$ cat src/fbc_pkg.sv
package fbc_pkg;

  // ==========================================================
  // Register map of the controller (byte addresses, one word each)
  localparam logic [7:0] FBC_CTRL_OFS = 8'h00;
  localparam logic [7:0] FBC_ADDR_OFS = 8'h04;
  localparam logic [7:0] FBC_WDATA_OFS = 8'h08;
  localparam logic [7:0] FBC_STATUS_OFS = 8'h0c;
  localparam logic [7:0] FBC_RDATA_OFS = 8'h10;

  // CTRL field positions
  localparam int CTRL_OP_LSB = 0;
  localparam int CTRL_GO_BIT = 3;
  localparam int CTRL_BYPASS_BIT = 4;
  localparam int CTRL_POLL_TOG_BIT = 5;
  localparam int CTRL_BYTE_BIT = 6;
  localparam int CTRL_FRST_BIT = 7;
  // STATUS field positions
  localparam int STAT_BUSY_BIT = 0;
  localparam int STAT_DONE_BIT = 1;
  localparam int STAT_RB_BIT = 2;
  // Status bit on the flash data lines
  localparam int TOGGLE_STATUS_BIT_POS = 6;
  localparam int INVERTED_DATA_POLL_BIT_POS = 7;

  // Operations
  localparam logic [2:0] OP_READ = 3'h0;
  localparam logic [2:0] OP_RAW = 3'h1;
  localparam logic [2:0] OP_PROG = 3'h2;
  localparam logic [2:0] OP_ESECT = 3'h3;
  localparam logic [2:0] OP_ECHIP = 3'h4;

  // ==========================================================
  // Timing, at a 10 ns clock
  localparam int CLK_NS = 10;
  localparam int T_ACC_NS = 70;
  localparam int T_WP_NS = 35;
  localparam int T_WPH_NS = 20;
  localparam int T_BUSY_NS = 90;
  localparam int SYNC_DEPTH = 4;
  localparam logic [7:0] ACC_CYC = 8'((T_ACC_NS + CLK_NS - 1) / CLK_NS);
  localparam logic [7:0] WP_CYC = 8'((T_WP_NS + CLK_NS - 1) / CLK_NS);
  localparam logic [7:0] WPH_CYC = 8'((T_WPH_NS + CLK_NS - 1) / CLK_NS);
  localparam logic [7:0] BUSY_CYC = 8'((T_BUSY_NS + CLK_NS - 1) / CLK_NS);
  localparam logic [7:0] RD_CYC = ACC_CYC + 8'(SYNC_DEPTH);

  // Engine states, Gray along the chain ST_IDLE, ST_SETUP, ST_WLOW, ST_WHIGH, ST_WAITB, ST_RLOW, ST_RDONE
  typedef enum logic [2:0] {
    ST_IDLE = 3'h0,
    ST_SETUP = 3'h1,
    ST_WLOW = 3'h3,
    ST_WHIGH = 3'h2,
    ST_WAITB = 3'h6,
    ST_RLOW = 3'h7,
    ST_RDONE = 3'h5
  } fbc_state_t;

endpackage : fbc_pkg

$ cat src/fbc_host_ctrl.sv
// Overview of operation
// - In bypass mode a program takes two write cycles instead of four.
// - Busy shows on the ready pin and on polling and toggle bits.
// - Reads to the bank not being erased are served without suspending.
// - Control inputs can put the device in standby to save power.
// - Select, write and output strobes define cycles and prevent contention.
`timescale 1ns/10ps
`default_nettype none
module fbc_host_ctrl import fbc_pkg::*; #(
  parameter int AXI_AW = 8,
  parameter int FADDR_W = 19,
  parameter logic [18:0] UNLOCK_A1 = 19'h00001,
  parameter logic [15:0] UNLOCK_D1 = 16'h0001,
  parameter logic [18:0] UNLOCK_A2 = 19'h00002,
  parameter logic [15:0] UNLOCK_D2 = 16'h0002,
  parameter logic [15:0] CMD_PROG = 16'h0010,
  parameter logic [15:0] CMD_ERASE_SETUP = 16'h0020,
  parameter logic [15:0] CMD_CHIP = 16'h0030,
  parameter logic [15:0] CMD_SECTOR = 16'h0040
) (
  input wire logic core_clk_i,
  input wire logic sys_rst_i,
  input wire logic [AXI_AW-1:0] s_axi_awaddr_i,
  input wire logic s_axi_awvalid_i,
  output logic s_axi_awready_o,
  input wire logic [31:0] s_axi_wdata_i,
  input wire logic [3:0] s_axi_wstrb_i,
  input wire logic s_axi_wvalid_i,
  output logic s_axi_wready_o,
  output logic [1:0] s_axi_bresp_o,
  output logic s_axi_bvalid_o,
  input wire logic s_axi_bready_i,
  input wire logic [AXI_AW-1:0] s_axi_araddr_i,
  input wire logic s_axi_arvalid_i,
  output logic s_axi_arready_o,
  output logic [31:0] s_axi_rdata_o,
  output logic [1:0] s_axi_rresp_o,
  output logic s_axi_rvalid_o,
  input wire logic s_axi_rready_i,
  output logic [FADDR_W-1:0] flash_addr_o,
  input wire logic [15:0] flash_dq_i,
  output logic [15:0] flash_dq_o,
  output logic flash_dq_oe_o,
  output logic flash_ce_n_o,
  output logic flash_we_n_o,
  output logic flash_oe_n_o,
  output logic flash_reset_n_o,
  output logic flash_byte_n_o,
  input wire logic ready_busy_out_i
);
  typedef struct packed {
    fbc_state_t st;
    logic [7:0] cnt;
    logic [2:0] step;
    logic [2:0] op;
    logic [2:0] cur_op;
    logic cur_byp;
    logic bypass;
    logic poll_tog;
    logic byte_mode;
    logic flash_rst;
    logic [18:0] addr;
    logic [18:0] cur_addr;
    logic [15:0] wdata;
    logic [15:0] rdata;
    logic done;
    logic rd_req;
    logic poll_rd;
    logic have_tog;
    logic tog;
    logic [3:0] npulse;
    logic aw_got;
    logic w_got;
    logic [AXI_AW-1:0] awa;
    logic [31:0] wd;
    logic [3:0] ws;
    logic bvalid;
    logic [1:0] bresp;
    logic rvalid;
    logic [31:0] rd;
    logic [1:0] rresp;
    logic ce_n;
    logic we_n;
    logic oe_n;
    logic dq_oe;
    logic [18:0] fa;
    logic [15:0] fd;
  } fbc_regs_t;

  fbc_regs_t r_reg;
  fbc_regs_t r_next;
  logic rb_q;
  logic [15:0] dq_q;

  // Busy pin and data lines come from the device's own timing
  fbc_sync #(.WIDTH(1)) u_rb_sync (.core_clk_i(core_clk_i), .sys_rst_i(sys_rst_i),
    .async_i(ready_busy_out_i), .q_o(rb_q));
  fbc_sync #(.WIDTH(16)) u_dq_sync (.core_clk_i(core_clk_i), .sys_rst_i(sys_rst_i),
    .async_i(flash_dq_i), .q_o(dq_q));

  // ==========================================================
  // Helpers
  function automatic logic [2:0] seq_len(input logic [2:0] op, input logic byp);
    if (op == OP_PROG) begin
      return byp ? 3'd2 : 3'd4;
    end else if (op == OP_ESECT || op == OP_ECHIP) begin
      return 3'd6;
    end
    return 3'd1;
  endfunction : seq_len

  function automatic logic [34:0] seq_cyc(input logic [2:0] op, input logic byp,
      input logic [2:0] step, input logic [18:0] a, input logic [15:0] d);
    logic [2:0] k;
    k = (byp && op == OP_PROG) ? step + 3'd2 : step;
    if (op == OP_RAW) begin
      return {a, d};
    end else if (op == OP_PROG) begin
      case (k)
        3'd0: return {UNLOCK_A1, UNLOCK_D1};
        3'd1: return {UNLOCK_A2, UNLOCK_D2};
        3'd2: return {UNLOCK_A1, CMD_PROG};
        default: return {a, d};
      endcase
    end
    case (k)
      3'd0, 3'd3: return {UNLOCK_A1, UNLOCK_D1};
      3'd1, 3'd4: return {UNLOCK_A2, UNLOCK_D2};
      3'd2: return {UNLOCK_A1, CMD_ERASE_SETUP};
      default: return (op == OP_ESECT) ? {a, CMD_SECTOR} : {UNLOCK_A1, CMD_CHIP};
    endcase
  endfunction : seq_cyc

  function automatic logic [31:0] merge(input logic [31:0] old, input logic [31:0] nw,
      input logic [3:0] be);
    logic [31:0] m;
    for (int i = 0; i < 4; i++) begin
      m[i*8 +: 8] = be[i] ? nw[i*8 +: 8] : old[i*8 +: 8];
    end
    return m;
  endfunction : merge

  // ==========================================================
  // Bus slave and flash engine; bus clears go first so hardware sets win
  always_comb begin
    logic [31:0] ctrl_w;
    logic [31:0] cw;
    logic [34:0] cyc;
    ctrl_w = '0;
    cw = '0;
    cyc = '0;
    r_next = r_reg;
    ctrl_w[CTRL_OP_LSB +: 3] = r_reg.op;
    ctrl_w[CTRL_BYPASS_BIT] = r_reg.bypass;
    ctrl_w[CTRL_POLL_TOG_BIT] = r_reg.poll_tog;
    ctrl_w[CTRL_BYTE_BIT] = r_reg.byte_mode;
    ctrl_w[CTRL_FRST_BIT] = r_reg.flash_rst;
    if (s_axi_awvalid_i && !r_reg.aw_got) begin
      r_next.aw_got = 1'b1;
      r_next.awa = s_axi_awaddr_i;
    end
    if (s_axi_wvalid_i && !r_reg.w_got) begin
      r_next.w_got = 1'b1;
      r_next.wd = s_axi_wdata_i;
      r_next.ws = s_axi_wstrb_i;
    end
    if (s_axi_bvalid_o && s_axi_bready_i) begin
      r_next.bvalid = 1'b0;
    end
    // Register write once address and data are both held
    if (r_reg.aw_got && r_reg.w_got && !r_reg.bvalid) begin
      r_next.aw_got = 1'b0;
      r_next.w_got = 1'b0;
      r_next.bvalid = 1'b1;
      r_next.bresp = 2'b00;
      case ({r_reg.awa[AXI_AW-1:2], 2'b00})
        FBC_CTRL_OFS: begin
          cw = merge(ctrl_w, r_reg.wd, r_reg.ws);
          r_next.op = cw[CTRL_OP_LSB +: 3];
          r_next.bypass = cw[CTRL_BYPASS_BIT];
          r_next.poll_tog = cw[CTRL_POLL_TOG_BIT];
          r_next.byte_mode = cw[CTRL_BYTE_BIT];
          r_next.flash_rst = cw[CTRL_FRST_BIT];
          if (cw[CTRL_GO_BIT] && r_reg.st == ST_WAITB && cw[2:0] == OP_READ) begin
            r_next.rd_req = 1'b1;
          end else if (cw[CTRL_GO_BIT] && r_reg.st == ST_IDLE && cw[2:0] <= OP_ECHIP) begin
            r_next.cur_op = cw[2:0];
            r_next.cur_byp = cw[CTRL_BYPASS_BIT];
            r_next.cur_addr = r_reg.addr;
            r_next.step = 3'd0;
            r_next.npulse = 4'd0;
            r_next.have_tog = 1'b0;
            r_next.poll_rd = 1'b0;
            r_next.st = (cw[2:0] == OP_READ) ? ST_RLOW : ST_SETUP;
            r_next.cnt = (cw[2:0] == OP_READ) ? RD_CYC - 8'd1 : 8'd0;
            r_next.fa = r_reg.addr;
          end
        end
        FBC_ADDR_OFS: begin
          cw = merge({13'h0000, r_reg.addr}, r_reg.wd, r_reg.ws);
          r_next.addr = cw[18:0];
        end
        FBC_WDATA_OFS: begin
          cw = merge({16'h0000, r_reg.wdata}, r_reg.wd, r_reg.ws);
          r_next.wdata = cw[15:0];
        end
        FBC_STATUS_OFS: begin
          if (r_reg.ws[0] && r_reg.wd[STAT_DONE_BIT]) begin
            r_next.done = 1'b0;
          end
        end
        FBC_RDATA_OFS: ;
        default: r_next.bresp = 2'b10;
      endcase
    end
    // Register read
    if (s_axi_rvalid_o && s_axi_rready_i) begin
      r_next.rvalid = 1'b0;
    end
    if (s_axi_arvalid_i && !r_reg.rvalid) begin
      r_next.rvalid = 1'b1;
      r_next.rresp = 2'b00;
      r_next.rd = '0;
      case ({s_axi_araddr_i[AXI_AW-1:2], 2'b00})
        FBC_CTRL_OFS: r_next.rd = ctrl_w;
        FBC_ADDR_OFS: r_next.rd = {13'h0000, r_reg.addr};
        FBC_WDATA_OFS: r_next.rd = {16'h0000, r_reg.wdata};
        FBC_STATUS_OFS: r_next.rd = {29'h0, rb_q, r_reg.done, r_reg.st != ST_IDLE};
        FBC_RDATA_OFS: r_next.rd = {16'h0000, r_reg.rdata};
        default: r_next.rresp = 2'b10;
      endcase
    end
    // Flash engine
    if (r_reg.cnt != 8'd0) begin
      r_next.cnt = r_reg.cnt - 8'd1;
    end else begin
      case (r_reg.st)
        ST_IDLE: ;
        ST_SETUP: begin
          cyc = seq_cyc(r_reg.cur_op, r_reg.cur_byp, r_reg.step, r_reg.cur_addr, r_reg.wdata);
          r_next.fa = cyc[34:16];
          r_next.fd = cyc[15:0];
          r_next.st = ST_WLOW;
          r_next.cnt = WP_CYC - 8'd1;
          r_next.npulse = r_reg.npulse + 4'd1;
        end
        ST_WLOW: begin
          r_next.st = ST_WHIGH;
          r_next.cnt = WPH_CYC - 8'd1;
        end
        ST_WHIGH: begin
          if (r_reg.step != seq_len(r_reg.cur_op, r_reg.cur_byp) - 3'd1) begin
            r_next.step = r_reg.step + 3'd1;
            r_next.st = ST_SETUP;
          end else if (r_reg.cur_op == OP_RAW) begin
            r_next.st = ST_IDLE;
            r_next.done = 1'b1;
          end else begin
            r_next.st = ST_WAITB;
            r_next.cnt = BUSY_CYC - 8'd1;
          end
        end
        ST_WAITB: begin
          if (r_reg.rd_req) begin
            r_next.rd_req = 1'b0;
            r_next.poll_rd = 1'b0;
            r_next.fa = r_reg.addr;
            r_next.st = ST_RLOW;
            r_next.cnt = RD_CYC - 8'd1;
          end else if (r_reg.poll_tog) begin
            r_next.poll_rd = 1'b1;
            r_next.fa = r_reg.cur_addr;
            r_next.st = ST_RLOW;
            r_next.cnt = RD_CYC - 8'd1;
          end else if (rb_q) begin
            r_next.st = ST_IDLE;
            r_next.done = 1'b1;
          end
        end
        ST_RLOW: begin
          r_next.st = ST_RDONE;
          if (!r_reg.poll_rd) begin
            r_next.rdata = dq_q;
          end
        end
        ST_RDONE: begin
          if (r_reg.poll_rd) begin
            r_next.tog = dq_q[TOGGLE_STATUS_BIT_POS];
            r_next.have_tog = 1'b1;
            if (r_reg.have_tog && r_reg.tog == dq_q[TOGGLE_STATUS_BIT_POS]) begin
              r_next.st = ST_IDLE;
              r_next.done = 1'b1;
            end else begin
              r_next.st = ST_WAITB;
            end
          end else if (r_reg.cur_op != OP_READ) begin
            r_next.st = ST_WAITB;
          end else begin
            r_next.st = ST_IDLE;
            r_next.done = 1'b1;
          end
        end
        default: r_next.st = ST_IDLE;
      endcase
    end
    // Software hardware reset abandons the sequence
    if (r_reg.flash_rst) begin
      r_next.st = ST_IDLE;
      r_next.cnt = 8'd0;
      r_next.rd_req = 1'b0;
    end
    // Pins follow the next state; select high when idle is standby
    r_next.ce_n = !(r_next.st == ST_WLOW || r_next.st == ST_RLOW);
    r_next.we_n = r_next.st != ST_WLOW;
    r_next.oe_n = r_next.st != ST_RLOW;
    r_next.dq_oe = r_next.st == ST_SETUP || r_next.st == ST_WLOW || r_next.st == ST_WHIGH;
  end

  always_ff @(posedge core_clk_i) begin
    if (sys_rst_i) begin
      r_reg <= '0;
      r_reg.ce_n <= 1'b1;
      r_reg.we_n <= 1'b1;
      r_reg.oe_n <= 1'b1;
    end else begin
      r_reg <= r_next;
    end
  end

  assign s_axi_awready_o = !r_reg.aw_got;
  assign s_axi_wready_o = !r_reg.w_got;
  assign s_axi_bvalid_o = r_reg.bvalid;
  assign s_axi_bresp_o = r_reg.bresp;
  assign s_axi_arready_o = !r_reg.rvalid;
  assign s_axi_rvalid_o = r_reg.rvalid;
  assign s_axi_rdata_o = r_reg.rd;
  assign s_axi_rresp_o = r_reg.rresp;
  assign flash_addr_o = r_reg.fa[FADDR_W-1:0];
  assign flash_dq_o = r_reg.fd;
  assign flash_dq_oe_o = r_reg.dq_oe;
  assign flash_ce_n_o = r_reg.ce_n;
  assign flash_we_n_o = r_reg.we_n;
  assign flash_oe_n_o = r_reg.oe_n;
  assign flash_reset_n_o = !r_reg.flash_rst;
  assign flash_byte_n_o = !r_reg.byte_mode;
endmodule : fbc_host_ctrl
`default_nettype wire

$ cat src/fbc_sync.sv
`timescale 1ns/10ps
`default_nettype none
module fbc_sync import fbc_pkg::*; #(
  parameter int WIDTH = 1
) (
  input wire logic core_clk_i,
  input wire logic sys_rst_i,
  input wire logic [WIDTH-1:0] async_i,
  output logic [WIDTH-1:0] q_o
);
  typedef struct packed {
    logic [WIDTH-1:0] s1;
    logic [WIDTH-1:0] s2;
    logic [WIDTH-1:0] s3;
    logic [WIDTH-1:0] q;
  } fbc_sync_t;
  fbc_sync_t r_reg;
  fbc_sync_t r_next;

  // ==========================================================
  // Three stages; a new value counts only once stage two and three agree
  always_comb begin
    r_next = r_reg;
    r_next.s1 = async_i;
    r_next.s2 = r_reg.s1;
    r_next.s3 = r_reg.s2;
    if (r_reg.s2 == r_reg.s3) begin
      r_next.q = r_reg.s3;
    end
  end

  always_ff @(posedge core_clk_i) begin
    if (sys_rst_i) begin
      r_reg <= '0;
    end else begin
      r_reg <= r_next;
    end
  end

  assign q_o = r_reg.q;
endmodule : fbc_sync
`default_nettype wire

$ cat config.mk
export PLATFORM = sky130hd
export DESIGN_NAME = fbc_host_ctrl
export DESIGN_NICKNAME = d
export VERILOG_FILES = /design/src/fbc_pkg.sv /design/src/fbc_host_ctrl.sv /design/src/fbc_sync.sv
export SDC_FILE = /design/constraint.sdc
export NUM_CORES = 1
export LEC_CHECK = 0
export ABC_AREA = 0
export BUFFER_PORTS_ARGS = -buffer_cell sky130_fd_sc_hd__buf_2
export CAP_MARGIN = 20
export CORE_UTILIZATION = 62
export CTS_CLUSTER_SIZE = 30
export DETAILED_ROUTE_END_ITERATION = 10
export PLACE_DENSITY = 0.85
export SETUP_SLACK_MARGIN = 0.3
export SLEW_MARGIN = 20
export SYNTH_ARGS = -nofsm -noshare
export SYNTH_HDL_FRONTEND = slang
export SYNTH_SLANG_ARGS = --single-unit
$ cat constraint.sdc
create_clock -name core_clk_i -period 7.7 [get_ports core_clk_i]
set_input_delay 0.77 -clock core_clk_i [delete_from_list [all_inputs] [get_ports core_clk_i]]
set_output_delay 0.77 -clock core_clk_i [all_outputs]
set_load 0.005 [all_outputs]
; Word level (Yosys, flattened, before mapping)
; Index checks and enable logic that the tools add are counted.
[classes]
n_addsub = 5
magnitude_cmp = 1
eq_ne = 32
mux = 105
n_bitwise = 3
n_reduce_logical = 52
[ops]
columns = op, n
row1 = $mux 35, 6
row2 = $pmux 35 s3, 2
row3 = $mux 19, 10
row4 = $pmux 19 s5, 1
row5 = $mux 79, 1
row6 = $mux 8, 9
row7 = $mux 3, 22
row8 = $pmux 19 s2, 1
row9 = $mux 16, 2
row10 = $mux 4, 8
row11 = $pmux 8 s4, 1
row12 = $mux 14, 2
row13 = $mux 1, 26
row14 = $mux 25, 1
row15 = $eq 3x2->1 const B, 8
row16 = $eq 6x2->1 const B, 4
row17 = $reduce_and 3->1, 8
row18 = $mux 11, 2
row19 = $pmux 3 s7, 1
row20 = $eq 3x3->1 const B, 6
row21 = $eq 16x16->1, 1
row22 = $logic_and 1x1->1, 14
row23 = $mux 2, 7
row24 = $eq 3x1->1 const B, 4
row25 = other kinds (27), 51
[word_totals]
register_bits = 281
out_inout_bits = 82
wordCells = 245

; Depth between registers and ports, before layout
; Gate-level depths: netlist of run 1.
[logic_depth]
ltp_word = 18
ltp_mapped = 11
ltp_nobuf = 8

; By module
; A second synthesis of run 1 with hierarchy kept.
[unflattened]
hier_cells = 1350
hier_area_um2 = 11627.4
[by_module_without_submodules]
columns = mod, n_inst, cells_each, area_per_inst_um2, seq_area_each_um2
row1 = fbc_host_ctrl, 1, 1134, 9221.3, 3843.7
row2 = fbc_sync at u_dq_sync, 1, 206, 2293.4, 1281.2
row3 = fbc_sync at u_rb_sync, 1, 10, 112.6, 80.1

; Worst setup path after synthesis of run 1
; Ideal clock, no wire load.
[synth_timing]
kind = register to register
start = reg r_reg[216] (netlist name)
end = reg r_reg, in the netlist flash_addr_o[10]
setup_ns = 0.059
arrival_time_ns = 2.574
t_required_ns = 7.641
slack_ns = 5.067
stages_incl_launch_ff = 12
n_path_buf = 3
period_less_slack_ns = 2.633
path_cell_list = dfxtp_1 > inv_1 > ha_1 > or3b_1 > clkbuf_1 > or4_1 > buf_2 > or3_1 > o221ai_2 > buf_6 > and2_1 > a221o_1
[synth_between]
elab_chain_len = 2
[synth_lines]
columns = item, line_no
row1 = "start, declared", fbc_host_ctrl.sv:90  ; fbc_regs_t r_reg;
row2 = "start signal, assigned", fbc_host_ctrl.sv:326  ; r_reg <= r_next;
row3 = $reduce_bool 8->1, fbc_host_ctrl.sv:234  ; if (r_reg.cnt != 8'd0) begin
row4 = $mux 35, fbc_host_ctrl.sv:234
; No other way between the ends.
; A chain may end at the register's enable or synchronous reset.

; Worst setup path after layout of run 1
[layout_timing]
start = reg r_reg[216] (netlist name)
end = reg r_reg, in the netlist flash_addr_o[6]
; Same word-level chain as after synthesis.

==> results of run 1 <==
==> synthesized netlist by cell type, types with 14 or more instances <==
master	n	share of area
sky130_fd_sc_hd__and2_1	22	0.013
sky130_fd_sc_hd__inv_1	14	0.0048
sky130_fd_sc_hd__a221o_1	17	0.016
sky130_fd_sc_hd__nor2b_1	58	0.033
sky130_fd_sc_hd__nor2_1	157	0.054
sky130_fd_sc_hd__mux2i_1	83	0.076
sky130_fd_sc_hd__nand3_1	24	0.011
sky130_fd_sc_hd__o21ai_0	25	0.011
sky130_fd_sc_hd__buf_4	71	0.049
sky130_fd_sc_hd__nor3_1	14	0.0064
sky130_fd_sc_hd__xor2_1	18	0.014
sky130_fd_sc_hd__clkbuf_1	67	0.023
sky130_fd_sc_hd__a21oi_1	99	0.045
sky130_fd_sc_hd__dfxtp_1	260	0.47
sky130_fd_sc_hd__nand2_1	134	0.046
==> final cells by class <==
class                      count  area, um^2
clock inverter                 6        43.8
multi-input combinational    822        4920
clock buffer                  35         714
antenna                        1        2.50
timing repair buffer         133         696
sequential                   260        5200
fill                        1349        5380
inverter                      14        52.6
tap                          225         282
==> logic make-up after synthesis <==
| kind of cell | Yosys count | synth area share |
|---|---|---|
| adder cells (fa/ha/maj) | 2 | 0.00228 |
| other | 1 | 0.000342 |
| flip-flops | 260 | 0.474 |
| AND/OR/NAND/NOR | 470 | 0.204 |
| XOR/XNOR | 24 | 0.0192 |
| multiplexers | 88 | 0.0829 |
| buffers and inverters | 165 | 0.0823 |
| AO/OA/AOI/OAI | 223 | 0.135 |
==> critical path, delay by kind of cell (launching register included) <==
kind	cells	cell delay (ns)
compound gates	2	0.65
fa+ha+maj	1	0.17
buf+inv	1	0.06
flops	1	0.33
simple gates	4	2.04
==> layer usage <==
metal | share of wire | track usage | wire [um] | up-vias
met5 | 0 | 0 | 0 | -
met4 | 0.031 | 0.0986 | 784 | 0
met3 | 0.079 | 0.0443 | 1990 | 64
met2 | 0.47 | 0.447 | 11900 | 356
met1 | 0.42 | 0.376 | 10600 | 4158
li1 | - | - | - | 4207
==> where the power goes <==
group	leakage (nW)	internal (mW)	total (mW)	switching (mW)
sequential	2.11	1.38	1.42	0.0321
combinational	2.59	0.0951	0.231	0.136
clock	0.372	0.644	1.15	0.504
total	5.07	2.12	2.80	0.671
==> worst paths after layout <==
check / endpoint / slack [ns] / cells past startpoint
hold / removal: u_rb_sync.r_next[1] / 0.43 / 1
hold reg to reg: u_rb_sync.r_next[1] / 0.43 / 1
setup / recovery: flash_addr_o[6] / 4.38 / 8
setup reg to reg: flash_addr_o[6] / 4.38 / 8
==> results.json, run 1 <==
{
  "yosysSeqAreaShare": 0.474,
  "clk_pin_slew_worst_paths_ns": 0.06,
  "final-max-slew-violation-count": 0,
  "postSynth.asyncResetShare": 0,
  "grt_start_max_net_pins": 121,
  "route.detailed.vias_per_inst": 5.87,
  "slew_headroom": 0.293,
  "floorplan.initialDensity": 0.635,
  "rr_startpoint": "r_reg[216]",
  "layout_setup_ws_ns": 4.38,
  "groute.usage.overall": 0.277,
  "crit_path_cell_trace": "inv_1 -> ha_1 -> or3b_1 -> or4_1 -> or3_1 -> o221ai_2 -> and2_1 -> a221o_1",
  "max-clock-path-buffers": 3,
  "flow.area_growth_from_synthesis_pct": 8.58,
  "cpPeakStageDelay_ns": 0.87,
  "fin_hold_ws_ns": 0.427,
  "highest_ir_drop_seen_on_vdd_mv": 0.206,
  "prevailing_post_synth_register_cell": "sky130_fd_sc_hd__dfxtp_1",
  "timing.critical_path.required_ns": 8.16,
  "chipWidth_um": 135,
  "drv.max_cap_violation_count": 0,
  "tritoncts_clock_tree": "done",
  "dpl.hpwl_um": 17100,
  "critPathKind": "flip-flop to flip-flop",
  "finalSetupViolCount": 0,
  "syn_avg_cell_area_um2": 8.90,
  "rsz0062_at_grt": "no",
  "port-buffer-count": 124,
  "power-per-cell-area_nw_per_um2": 235,
  "critPathLaunchType": "flip-flop",
  "synth_warnings": 0,
  "detail_route.first_pass.iterations": 7,
  "clock-root-buffer": "sky130_fd_sc_hd__clkbuf_16",
  "drc_errors": 0,
  "fp.dieH_um": 135,
  "timing.critical_path.arrival_ns": 3.78,
  "grt_first_pass_wirelength_um": 40400,
  "antenna_left": 0,
  "dieArea_um2": 18200,
  "cts.htree.levels": 1,
  "power_leakage_nw": 5.07,
  "startpoint": "r_reg[216]",
  "routed_wl_um": 25200,
  "insertion_delay_ns": 0.54,
  "cts_resized": 0,
  "worstSetupEndpointType": "flip-flop",
  "grt.overflow.total": 0,
  "clkSinkCount": 260,
  "p_total_mw": 2.80,
  "timing.setup.tns_ns": 0,
  "routabilityCongestion": 0.872,
  "floorplan.core_area_um2": 17300,
  "syn-instance-count": 1233,
  "wl_per_cell_um": 16.8,
  "finish.instance_area_um2": 11900,
  "cts_buffers": 26,
  "worstPathMaxFanout": 17,
  "layout_commonest_cell": "sky130_fd_sc_hd__dfxtp_1",
  "inst_count_dp": 1453,
  "fmaxAchievable_mhz": 302,
  "layoutNonFillerInstCount": 1496,
  "hold_viol_final": 0,
  "timing.final.crit_share": 0.431,
  "finClkSkew_ns": 0.0243,
  "rows": 48,
  "max_slew.worst_pin.slew_ns": 1.06,
  "final_cell_mix": "sky130_fd_sc_hd__dfxtp_1, sky130_fd_sc_hd__nor2_1, sky130_fd_sc_hd__nand2_1",
  "min_from": "u_rb_sync.r_next[2]",
  "fin_crit_ns": 3.32,
  "vias_in_the_first_global_route": 7873,
  "io_pins": 158,
  "antenna_found_initial": 1,
  "worst_slack_at_placement_ns": 4.41,
  "layout-drive-gt1-share": 0.148,
  "drt-initial-drc-count": 896,
  "fin_nets": 1335,
  "final_core_utilization": 0.689,
  "status": "complete, no violations",
  "slowest_stage": "sky130_fd_sc_hd__or4_1",
  "cts_post_setup_buffers_inserted": 0,
  "synth_enable_flop_cells": 0,
  "cts_hold_buf": 0,
  "yosysUniqueCellTypes": 74,
  "placedInstanceArea_um2": 11100,
  "postSynthRegisterBits": 260,
  "largest_reg_flops": 130,
  "mappedNetlistArea_um2": 11000,
  "dr_total_vias": 8785,
  "holdCritPathClass": "flip-flop to flip-flop"
}
Power figures use the tool's default switching activity.
==> inputs of run 2 (changes only) <==
--- a/config.mk
+++ b/config.mk
@@ -5,13 +5,13 @@
 export SDC_FILE = /design/constraint.sdc
 export NUM_CORES = 1
 export LEC_CHECK = 0
-export ABC_AREA = 0
+export ABC_AREA = 1
 export BUFFER_PORTS_ARGS = -buffer_cell sky130_fd_sc_hd__buf_2
 export CAP_MARGIN = 20
-export CORE_UTILIZATION = 62
+export CORE_UTILIZATION = 58
 export CTS_CLUSTER_SIZE = 30
 export DETAILED_ROUTE_END_ITERATION = 10
-export PLACE_DENSITY = 0.85
+export PLACE_DENSITY = 0.8
 export SETUP_SLACK_MARGIN = 0.3
 export SLEW_MARGIN = 20
 export SYNTH_ARGS = -nofsm -noshare
==> constraint.sdc (replaced) <==
create_clock -name core_clk_i -period 3.25 [get_ports core_clk_i]
set_input_delay 0.325 -clock core_clk_i [delete_from_list [all_inputs] [get_ports core_clk_i]]
set_output_delay 0.325 -clock core_clk_i [all_outputs]
set_load 0.005 [all_outputs]
==> run 2 against run 1 <==
  * Global-route usage grew 1.8 points
  * Maximum frequency grew 41%
  * Core utilization decreased by 2.9 points
  * Wire length grew 18%
  * Synthesized cell count up 32%
  * Sequential power up 140%
  * Via count rose by 22%
  * Clock-buffer cell count increased by 3
  * Final cell count increased by 31%
  * Clock skew about the same
  * Power rose to 2.5 times the previous value
  * Sequential cell count did not move
  * Largest cell class unchanged
  * Largest power group unchanged
==> results.json, run 2 <==
{
  "dieArea_um2": 20600,
  "startpoint": "r_reg[120]",
  "power-per-cell-area_nw_per_um2": 545,
  "fin_crit_ns": 2.36,
  "mappedNetlistArea_um2": 11600,
  "final_cell_mix": "sky130_fd_sc_hd__nand2_1, sky130_fd_sc_hd__dfxtp_1, sky130_fd_sc_hd__nor2_1",
  "syn_avg_cell_area_um2": 7.17,
  "drc_errors": 0,
  "dr_total_vias": 10700,
  "highest_ir_drop_seen_on_vdd_mv": 0.378,
  "timing.critical_path.required_ns": 3.64,
  "dpl.hpwl_um": 20000,
  "fp.dieH_um": 144,
  "yosysSeqAreaShare": 0.448,
  "finClkSkew_ns": 0.0239,
  "timing.final.crit_share": 0.725,
  "cts_hold_buf": 17,
  "yosys-top-cells-count": "sky130_fd_sc_hd__nand2_1, sky130_fd_sc_hd__dfxtp_1, sky130_fd_sc_hd__nor2_1, sky130_fd_sc_hd__a21oi_1, sky130_fd_sc_hd__inv_1",
  "placedInstanceArea_um2": 11900,
  "status": "complete, no violations",
  "netSwitchingFraction": 0.263,
  "max_slew.worst_pin.slew_ns": 0.787,
  "muxShareOfSynthArea": 0,
  "internal_power_mw": 5.19,
  "layout_commonest_cell": "sky130_fd_sc_hd__nand2_1",
  "power_leakage_nw": 5.72,
  "drt-initial-drc-count": 783,
  "grt_start_max_net_pins": 64,
  "slew_headroom": 0.475,
  "drv.max_cap_violation_count": 0,
  "clk_pin_slew_worst_paths_ns": 0.06,
  "hold-path-cell-count": 3,
  "synth_warnings": 0,
  "cts_resized": 0,
  "finish.instance_area_um2": 12900,
  "fmaxAchievable_mhz": 424,
  "clock-root-buffer": "sky130_fd_sc_hd__clkbuf_16",
  "postSynth.asyncResetShare": 0,
  "worstSetupEndpointType": "flip-flop",
  "detail_route.first_pass.iterations": 5,
  "max-clock-path-buffers": 3,
  "floorplan.initialDensity": 0.594,
  "postSynthRegisterBits": 260,
  "rows": 51,
  "hold_viol_final": 0,
  "synthAdderAreaFrac": 0.00215,
  "worstPathMaxFanout": 10,
  "cts_buffers": 27,
  "synthMostInstantiatedCell": "sky130_fd_sc_hd__nand2_1",
  "power_frac_comb": 0.111,
  "port-buffer-count": 124,
  "synth_xor_xnor_area_share": 0.0158,
  "routed_wl_um": 29700,
  "final-max-slew-violation-count": 0,
  "grt.overflow.total": 0,
  "synth_top_family_by_area": "simple AND/OR/NAND/NOR gates",
  "rsz0062_at_grt": "no",
  "routabilityCongestion": 0.905,
  "worst_slack_at_placement_ns": 1.06,
  "synth_top_area_share": 0.448,
  "antenna_left": 0,
  "layout-drive-gt1-share": 0.133,
  "power.share.clock": 0.404,
  "critPathKind": "flip-flop to flip-flop",
  "power_frac_seq": 0.484,
  "critPathLaunchType": "flip-flop",
  "netlist.top_cell.by_area": "sky130_fd_sc_hd__dfxtp_1",
  "antenna_found_initial": 1,
  "cts_post_setup_buffers_inserted": 0,
  "power.switching_mw": 1.85,
  "synth-compound-area-share": 0.159,
  "r2r_cells": 8,
  "chipWidth_um": 144,
  "finalSetupViolCount": 0,
  "cts.htree.levels": 1,
  "floorplan.core_area_um2": 19600,
  "route.detailed.vias_per_inst": 5.46,
  "layout_setup_ws_ns": 0.894,
  "rr_startpoint": "r_reg[120]",
  "yosysUniqueCellTypes": 47,
  "insertion_delay_ns": 0.54,
  "groute.usage.overall": 0.295,
  "clkSinkCount": 260,
  "ys_top_cells_by_area": "sky130_fd_sc_hd__dfxtp_1, sky130_fd_sc_hd__nand2_1, sky130_fd_sc_hd__nor2_1, sky130_fd_sc_hd__a21oi_1, sky130_fd_sc_hd__o21ai_0",
  "holdCritPathClass": "input pin to flip-flop",
  "grt_first_pass_wirelength_um": 48500,
  "fin_nets": 1755,
  "synth_enable_flop_cells": 0,
  "min_from": "s_axi_wdata_i[8]",
  "largest_reg_flops": 130,
  "syn-instance-count": 1623,
  "antenna_cells_inserted": 0,
  "timing.critical_path.arrival_ns": 2.74,
  "wl_per_cell_um": 15.1,
  "fin_hold_ws_ns": 0.0167,
  "timing.setup.tns_ns": 0,
  "vias_in_the_first_global_route": 10000,
  "prevailing_post_synth_register_cell": "sky130_fd_sc_hd__dfxtp_1",
  "layout.filler_cells": 1711,
  "flow.area_growth_from_synthesis_pct": 11.1,
  "tritoncts_clock_tree": "done",
  "io_pins": 158,
  "synthSimpleGateAreaFrac": 0.249
}
run 2: layout make-up:
class | count | area [um^2] | share of cell area
multi-input cells | 1073 | 5020 | 0.388
repair buffers | 162 | 988 | 0.0765
well taps | 265 | 332 | 0.0257
clock buffers | 38 | 757 | 0.0586
flip-flops and latches | 260 | 5200 | 0.403
clock inverters | 8 | 47.5 | 0.00368
inverters | 153 | 577 | 0.0446
run 2: layer usage:
layer	wire length [um]	up-vias	GRT usage
met5	0	-	0
met4	1190	0	0.119
met3	1970	86	0.0437
met2	13900	434	0.512
met1	12600	4879	0.365
li1	-	5302	-
run 2: final timing paths:
| kind | endpoint | slack [ns] |
|---|---|---|
| max | r_reg[149] | 0.89 |
| max reg2reg | r_reg[149] | 0.89 |
| min | r_reg[89] | 0.02 |
| min reg2reg | u_dq_sync.r_next[21] | 0.40 |
run 2: power by group through the flow:
stage	Combinational, mW	Clock (mW)	Sequential (mW)
2_1_floorplan	0.577	0	3.45
3_3_place_gp	0.743	0	3.47
3_5_place_dp	0.765	0	3.47
4_1_cts	0.787	2.87	3.41
5_1_grt	0.890	3.01	3.42
6_report	0.785	2.85	3.41
run 2: worst max-delay path, cell delays in order, from the launching register on:
cell and delay, ns:
sky130_fd_sc_hd__dfxtp_1 0.31, sky130_fd_sc_hd__nor2_1 0.21, sky130_fd_sc_hd__inv_1 0.09, sky130_fd_sc_hd__nor4_1 0.45, sky130_fd_sc_hd__inv_1 0.10, sky130_fd_sc_hd__nor2_1 0.55
sky130_fd_sc_hd__inv_1 0.31, sky130_fd_sc_hd__nand2_1 0.13, sky130_fd_sc_hd__a21oi_1 0.06
run 2: per-stage QoR:
stage,total power [mW],utilization,instances
floorplan,4.02,-,1637
global placement,4.21,0.610,1896
detailed placement,4.24,0.610,1896
CTS,7.07,0.660,1959
global route,7.33,0.660,1959
finish,7.04,0.660,1959
run 2: cells by family after synthesis:
kind of cell             count (synthesis)
AND/OR/NAND/NOR                        695
buffers and inverters                  304
adder cells (fa/ha/maj)                  2
flip-flops                             260
AO/OA/AOI/OAI                          340
other                                    1
XOR/XNOR                                21
